File: src/hdl/serial_pause_params.svh
`ifndef SERIAL_PAUSE_PARAMS_SVH
`define SERIAL_PAUSE_PARAMS_SVH
// Default bit width of one shifted unit
`define SP_WORD_BITS 8
// Default link clock divider (half period in mclk cycles)
`define SP_HALF_DIV 10
// Default idle reply byte of the device end
`define SP_IDLE_BYTE 8'hff
`endif

File: src/hdl/serial_pause_pkg.sv
package serial_pause_pkg;
  // Master sequencer states
  typedef enum logic [1:0]
  {
    ST_IDLE = 2'b00,
    ST_RUN = 2'b01,
    ST_PAUSE = 2'b10,
    ST_DONE = 2'b11
  } mst_state_t;
endpackage

File: src/hdl/serial_pause_if.sv
`timescale 1ns/100ps
// Link between the serial master and the paused slave end
interface serial_pause_if;
  logic sclk;
  logic sel_n;
  logic sdi;
  logic pause_n;
  logic sdo;
  logic sdo_oe;
  // Slave pins float while paused; the bench only checks the enables, nothing resolves the pins
  logic sclk_in_en;
  modport dev
  (
    input sclk,
    input sel_n,
    input sdi,
    input pause_n,
    output sdo,
    output sdo_oe,
    output sclk_in_en
  );
  modport mst
  (
    output sclk,
    output sel_n,
    output sdi,
    output pause_n,
    input sdo,
    input sdo_oe,
    input sclk_in_en
  );
endinterface

File: src/hdl/serial_pause_dev.sv
`timescale 1ns/100ps
`include "serial_pause_params.svh"
module serial_pause_dev
  import serial_pause_pkg::*;
#(
  parameter int WORD_BITS = `SP_WORD_BITS
)
(
  input wire logic mclk,
  input wire logic resetn,
  serial_pause_if.dev lnk,
  input wire logic [WORD_BITS-1:0] tx_word,
  output logic [WORD_BITS-1:0] rx_word,
  output logic rx_valid,
  output logic tx_taken,
  output logic paused,
  output logic selected
);
  initial
  begin
    if (WORD_BITS < 2 || WORD_BITS > 64)
      $error("WORD_BITS out of range");
  end

  // ------------------------------------------------------------
  // Pin synchronisers
  // ------------------------------------------------------------
  logic [3:0] meta_r;
  logic [3:0] sync_r;
  logic sclk_d_r;
  // Two stages before any logic looks at a pin
  always_ff @(posedge mclk)
  begin
    if (!resetn)
    begin
      // Idle pin levels: clock low, select high, pause high, so no false edge
      meta_r <= 4'h6;
      sync_r <= 4'h6;
      sclk_d_r <= 1'b0;
    end
    else
    begin
      meta_r <= {lnk.sdi, lnk.pause_n, lnk.sel_n, lnk.sclk};
      sync_r <= meta_r;
      sclk_d_r <= sync_r[0];
    end
  end

  wire s_sclk = sync_r[0];
  wire s_sel_n = sync_r[1];
  wire s_pause_n = sync_r[2];
  wire s_sdi = sync_r[3];
  wire rise = s_sclk & ~sclk_d_r;
  wire fall = ~s_sclk & sclk_d_r;

  // ------------------------------------------------------------
  // Pause qualification
  // ------------------------------------------------------------
  logic hold_r;
  logic busy_r;
  // Enter with clock low, else wait for the next low; leave while low, or at once on deselect
  wire hold_nxt = s_sel_n ? 1'b0 :
                  (!hold_r && !s_pause_n && busy_r && !s_sclk) ? 1'b1 :
                  (hold_r && s_pause_n && !s_sclk) ? 1'b0 :
                  hold_r;
  // Shifting is gated off whole while paused, so edges are ignored
  wire act = !s_sel_n && !hold_r;

  // ------------------------------------------------------------
  // Shift datapath
  // ------------------------------------------------------------
  localparam int CW = $clog2(WORD_BITS);
  logic [CW-1:0] cnt_r;
  logic [WORD_BITS-1:0] rsh_r;
  logic [WORD_BITS-1:0] tsh_r;
  logic sdo_r;
  logic oe_r;
  wire last = (cnt_r == CW'(WORD_BITS - 1));
  wire [WORD_BITS-1:0] rsh_nxt = {rsh_r[WORD_BITS-2:0], s_sdi};
  // Output floats at once on pause low, hold or deselect
  wire oe_nxt = !s_sel_n && s_pause_n && !hold_nxt;

  // Counter and capture run on rising edges only
  always_ff @(posedge mclk)
  begin
    if (!resetn || s_sel_n)
    begin
      cnt_r <= '0;
      busy_r <= 1'b0;
      rx_valid <= 1'b0;
      rsh_r <= '0;
    end
    else
    begin
      rx_valid <= 1'b0;
      if (act && rise)
      begin
        rsh_r <= rsh_nxt;
        busy_r <= 1'b1;
        cnt_r <= last ? '0 : cnt_r + 1'b1;
        rx_valid <= last;
      end
    end
  end

  // Received word held until the next one
  always_ff @(posedge mclk)
  begin
    if (!resetn)
      rx_word <= '0;
    else if (!s_sel_n && act && rise && last)
      rx_word <= rsh_nxt;
  end

  // Output shifter advances after falling edges; a word reloads at count zero
  always_ff @(posedge mclk)
  begin
    if (!resetn)
    begin
      tsh_r <= '0;
      sdo_r <= 1'b1;
      tx_taken <= 1'b0;
      hold_r <= 1'b0;
    end
    else if (s_sel_n)
    begin
      // First bit must stand before the first rising edge; output is floated here
      sdo_r <= tx_word[WORD_BITS-1];
      tsh_r <= {tx_word[WORD_BITS-2:0], 1'b0};
      tx_taken <= 1'b0;
      hold_r <= 1'b0;
    end
    else
    begin
      hold_r <= hold_nxt;
      tx_taken <= 1'b0;
      if (act && fall)
      begin
        if (cnt_r == '0)
        begin
          sdo_r <= tx_word[WORD_BITS-1];
          tsh_r <= {tx_word[WORD_BITS-2:0], 1'b0};
          tx_taken <= 1'b1;
        end
        else
        begin
          sdo_r <= tsh_r[WORD_BITS-1];
          tsh_r <= {tsh_r[WORD_BITS-2:0], 1'b0};
        end
      end
    end
  end

  // Status and enables registered for the pins
  always_ff @(posedge mclk)
  begin
    if (!resetn)
    begin
      oe_r <= 1'b0;
      paused <= 1'b0;
      selected <= 1'b0;
      lnk.sclk_in_en <= 1'b0;
    end
    else
    begin
      oe_r <= oe_nxt;
      paused <= hold_nxt;
      selected <= !s_sel_n;
      lnk.sclk_in_en <= !s_sel_n && !hold_nxt;
    end
  end

  assign lnk.sdo = sdo_r;
  assign lnk.sdo_oe = oe_r;
endmodule

File: src/flat_wrapper.sv
// flat-port wrapper written by rule: the top's interface ports become plain ports
module serial_pause_dev_flat import serial_pause_pkg::*;
#(
  parameter int WORD_BITS = `SP_WORD_BITS
)
  (mclk, resetn, tx_word, rx_word, rx_valid, tx_taken, paused, selected, lnk_sclk, lnk_sel_n, lnk_sdi, lnk_pause_n, lnk_sdo, lnk_sdo_oe, lnk_sclk_in_en);
  serial_pause_if lnk_i ();
  input wire logic mclk;
  input wire logic resetn;
  input wire logic [WORD_BITS-1:0] tx_word;
  output logic [WORD_BITS-1:0] rx_word;
  output logic rx_valid;
  output logic tx_taken;
  output logic paused;
  output logic selected;
  input wire logic [$bits(lnk_i.sclk)-1:0] lnk_sclk;
  input wire logic [$bits(lnk_i.sel_n)-1:0] lnk_sel_n;
  input wire logic [$bits(lnk_i.sdi)-1:0] lnk_sdi;
  input wire logic [$bits(lnk_i.pause_n)-1:0] lnk_pause_n;
  output wire logic [$bits(lnk_i.sdo)-1:0] lnk_sdo;
  output wire logic [$bits(lnk_i.sdo_oe)-1:0] lnk_sdo_oe;
  output wire logic [$bits(lnk_i.sclk_in_en)-1:0] lnk_sclk_in_en;
  assign lnk_i.sclk = lnk_sclk;
  assign lnk_i.sel_n = lnk_sel_n;
  assign lnk_i.sdi = lnk_sdi;
  assign lnk_i.pause_n = lnk_pause_n;
  assign lnk_sdo = lnk_i.sdo;
  assign lnk_sdo_oe = lnk_i.sdo_oe;
  assign lnk_sclk_in_en = lnk_i.sclk_in_en;
  serial_pause_dev #(.WORD_BITS(WORD_BITS)) u_core (.mclk(mclk), .resetn(resetn), .lnk(lnk_i), .tx_word(tx_word), .rx_word(rx_word), .rx_valid(rx_valid), .tx_taken(tx_taken), .paused(paused), .selected(selected));
endmodule
File: config.mk
export PLATFORM = sky130hd
export DESIGN_NAME = serial_pause_dev_flat
export DESIGN_NICKNAME = d
export VERILOG_FILES = /design/src/hdl/serial_pause_pkg.sv /design/src/hdl/serial_pause_if.sv /design/src/hdl/serial_pause_dev.sv /design/src/flat_wrapper.sv
export VERILOG_INCLUDE_DIRS = /design/src /design/src/hdl
export SDC_FILE = /design/constraint.sdc
export NUM_CORES = 1
export LEC_CHECK = 0
export ABC_AREA = 1
export BUFFER_PORTS_ARGS = -buffer_cell sky130_fd_sc_hd__buf_2
export CORE_MARGIN = 8
export CORE_UTILIZATION = 55
export CTS_BUF_LIST = sky130_fd_sc_hd__clkbuf_4 sky130_fd_sc_hd__clkbuf_8 sky130_fd_sc_hd__clkbuf_16
export DETAILED_ROUTE_END_ITERATION = 7
export PLACE_DENSITY = 0.78
export SLEW_MARGIN = 20
export SYNTH_ARGS = -nofsm -noshare
export SYNTH_HDL_FRONTEND = slang
export SYNTH_SLANG_ARGS = --single-unit
File: constraint.sdc
create_clock -name mclk -period 3 [get_ports mclk]
set_clock_uncertainty 0.15 [all_clocks]
set_input_delay 0.45 -clock mclk [delete_from_list [all_inputs] [get_ports mclk]]
set_output_delay 0.45 -clock mclk [all_outputs]
set_load 0.01 [all_outputs]
# Word level (Yosys, flattened, before mapping)
# Cells that the tools add are included.
# op_classes
add_sub_neg	1
div	0
n_mux	11
n_lt_le_gt_ge	0
n_shift	0
n_reduce_logical	26
bitwise_logic	7
eq_ne	1
mul	0
# op_table
operator	n
two-way mux 8 bit	3
logical AND 1 bit	14
two-way mux 1 bit	7
logical NOT 1 bit	6
inverter 1 bit	5
OR reduction 2 bit	2
adder 3 x 1 -> 3 bit, second input constant	1
equality test 3 bit, second input constant	1
logical NOT 3 bit	1
two-way mux 3 bit	1
OR reduction 3 bit	1
AND 1 bit	2
nonzero test 2 bit	1
logical OR 1 bit	1
# totals
mem_count	0
wordCells	63
mem_bits_ro	0
out_inout_bits	15
ram_bits	0
latch_bits	0
input_bits	14
ff_bits	44

# Logic depth before layout (Yosys ltp)
# depth
word_depth	8
mapped_depth	8
ltp_nobuf	8

# Worst setup path before layout
# OpenSTA, ideal clock, no wires.
# synth_path
path_kind	register -> register
startpoint	register u_core.cnt_r[0]
endpoint	register u_core.rx_word[7]
stages_incl_launch_ff	7
path_slack_ps	1509
path_buffers	1
period_less_slack_ps	1491
setup_time_ps	113
t_arrival_ps	1228
required_ps	2737
path_cell_list	dfxtp_1 ha_1 ha_1 clkbuf_1 nand3_4 nor2_1 nor2_1
# synth_between
elab_chain_len	2
# synth_rtl
item	line	text
start: declaration	serial_pause_dev.sv:73	logic [CW-1:0] cnt_r;
start signal: assignment	serial_pause_dev.sv:100	cnt_r <= last ? '0 : cnt_r + 1'b1;
equality test 3 bit	serial_pause_dev.sv:78	wire last = (cnt_r == CW'(WORD_BITS - 1));
net u_core.last	serial_pause_dev.sv:78	
logical AND 1 bit	serial_pause_dev.sv:111	else if (!s_sel_n && act && rise && last)
end signal: assignment	serial_pause_dev.sv:112	rx_word <= rsh_nxt;
end: declaration	serial_pause_dev.sv:13	output logic [WORD_BITS-1:0] rx_word,
# The timed path passes the listed nets, and every way through them passes these cells.
# A chain may end at the register's enable or synchronous reset.

# Final worst setup path
# layout_path
startpoint	input resetn
endpoint	register u_core.rsh_r[6]
# layout_between
elab_chain_len	2
# layout_rtl
item	line	text
start: declaration	flat_wrapper.sv:9	input wire logic resetn;
logical NOT 1 bit	serial_pause_dev.sv:86	if (!resetn || s_sel_n)
logical OR 1 bit	serial_pause_dev.sv:86	
end signal: assignment	serial_pause_dev.sv:98	rsh_r <= rsh_nxt;
end: declaration	serial_pause_dev.sv:74	logic [WORD_BITS-1:0] rsh_r;
# No other way between the ends.

==> reports/summary.txt <==
Final Slew Violations = 0
Pwr Density = 458 nW/µm²
Critical path fanouts, max = 15
DRT Wirelength = 3.11 mm
Flops & latches, synth = 43
Synth Cell Area = 1770 µm²
Final worst path period need = 1730 ps
Post-detailed-placement half-perimeter wirelength = 2.30 mm
Drt first-iter violations = 82
Yosys warns = 0
Status = complete, no violations
P_int = 0.699 mW
Clock transition at the registers of the reported paths = 110 ps
Max incr delay on CP = 500 ps
First-pass GRT wire length = 5.50 mm
Sequential fraction of the synthesis area = 0.486
Commonest cells after routing, fill and taps aside = 53 x nand2_1, 49 x nor2_1, 43 x dfxtp_1
LEAKAGE = 0.978 nW
Top cells by area, synth = dfxtp_1 49%, nand2_1 11%, nor2_1 10%
NumNets Final = 287
CORE AREA = 3050 µm²
H-Tree Depth = 2
Switching power = 0.201 mW
Die width = 72.8 µm
Clock buffer count from CTS = 5
Post-Syn Nets = 259
Worst Path Arrival = 1840 ps
CP bufs+invs = 3
Via count = 1,423
Number of hold buffers added after CTS = 0
Placed instance area = 1920 µm²
Crit-path cells = buf_2 > inv_1 > nor2_1 > inv_1 > a21oi_1
Cell accounting for the most synthesized area = dfxtp_1
Gr ovfl total = 0
Commonest non-fill, non-tap cell in the layout = nand2_1
DRC = 0
GRT Total Usage = 0.128
Buffers on Ports = 28
DIE AREA = 5290 µm²
Antenna violations before repair = 0
Largest net degree at the start of global routing = 17
Fraction of layout cells with a size suffix above 1 = 0.178
CTS resizes = 0
Final setup fails = 0
Switching share of total power = 0.223
Worst-Skew Late Latency = 330 ps
Inserted Diodes = 0
GPL Wtd Cong = 0.771
Drt first pass iters = 4
CTS tree = done
Worst Setup End Kind = register
VDD IR max = 0.000270 V
Root Driver = clkbuf_4
Worst Setup Start Kind = input pin
Vias per inst = 4.55
Hold Slack = 140 ps
Post-synth top area share = 0.486
RSZ-0062 raised after global routing = no
Relative slew slack = 0.617
WL/cell = 9.92 µm
I/O pin total = 29
Vias in the first global route = 1,286
Delay-heaviest family, CP = buffers and inverters
Ratio of final minimum period to clock period = 0.575
Final hold violations = 0
Gate power share = 0.061
Die height = 72.8 µm
Clk pwr share = 0.282
Area Overhead vs Synth = 11.0%
CTS sink count = 43
ANT nets after route = 0
Max cap viols = 0
Post-CTS Setup Bufs = 0
Worst slew pin tran = 572 ps
Cell count after synthesis = 242
Initial Util = 0.580
Synth cell types = 21
Critical path class = input pin to register
Crit path top cell by count = inv_1
Final Cell Area = 1970 µm²
Worst path slowest cell = nor2_1
Longest Clk Path Bufs = 2
Worst Hold Class = input pin to register
Sequential power share = 0.657
Row count = 20
Max Freq = 0.579 GHz
Setup_tns = 0 ps
Critical Path RT = 3120 ps
Synth Area per Inst = 7.32 µm²
[per-layer routing]
metal,GRT usage,vias up,routed length [µm]
li1,-,784,-
met5,0,-,0
met4,0.0600,0,60
met1,0.168,601,1530
met3,0.0371,7,202
met2,0.186,31,1310
[final timing paths]
| kind | from | endpoint | slack [ps] | cells past startpoint |
|---|---|---|---|---|
| max | resetn | u_core.rsh_r[6] | 1270 | 5 |
| min | lnk_sdi | u_core.meta_r[3] | 140 | 3 |
| max reg2reg | u_core.cnt_r[0] | u_core.tsh_r[5] | 1300 | 8 |
| min reg2reg | u_core.meta_r[2] | u_core.sync_r[2] | 270 | 1 |
[Yosys cell counts]
cell	number
o21ai_0	9
nand2_2	3
inv_1	39
nand3_1	15
or2_2	4
a21oi_1	2
nor2_4	1
nand3_4	1
nor2_1	49
dfxtp_1	43
clkbuf_1	2
nand2_1	53
inv_2	2
buf_6	2
a21oi_2	1
nand2_4	1
nor3_1	1
nor2_8	1
nand4_1	7
ha_1	3
buf_2	3
[worst min-delay path: cells and delay by family]
| family | cells | cell delay [ps] |
|---|---|---|
| buffers and inverters | 2 | 110 |
| and+or+nand+nor | 1 | 40 |
[cell families after synthesis]
logic type               synth area share
AO/OA/AOI/OAI                      0.0360
adder cells (fa/ha/maj)            0.0212
flip-flops                          0.486
AND/OR/NAND/NOR                     0.345
buffers and inverters               0.112
[state kept, by name (all words and copies together), names as in the netlist, 3 cells and up]
register / flops
u_core.meta_r: 4
u_core.tsh_r: 7
u_core.rx_word: 8
u_core.rsh_r: 7
u_core.sync_r: 4
u_core.cnt_r: 3
[metrics by stage]
step                utilization  instances  setup slack (ps)  power (mW)
floorplan                     -        242              1510       0.643
global placement          0.630        307               940       0.658
detailed placement        0.630        307               887       0.660
CTS                       0.644        313              1250       0.909
global route              0.644        313              1090       0.941
finish                    0.644        313              1270       0.900
[power by group through the flow]
| stage | combinational, mW | clock [mW] | sequential [mW] |
|---|---|---|---|
| 3_5_place_dp | 0.0553 | 0 | 0.605 |
| 3_3_place_gp | 0.0544 | 0 | 0.604 |
| 6_report | 0.0546 | 0.254 | 0.592 |
| 2_1_floorplan | 0.0387 | 0 | 0.604 |
| 4_1_cts | 0.0553 | 0.262 | 0.592 |
| 5_1_grt | 0.0634 | 0.284 | 0.594 |
[cell type report]
cell class                 instances  area (µm²)
multi-input combinational        151         712
fill                             276        1090
timing repair buffer              28         140
inverter                          41         154
sequential                        43         861
tap                               44        55.1
clock buffer                       6        45.0
Power figures use the tool's default switching activity.
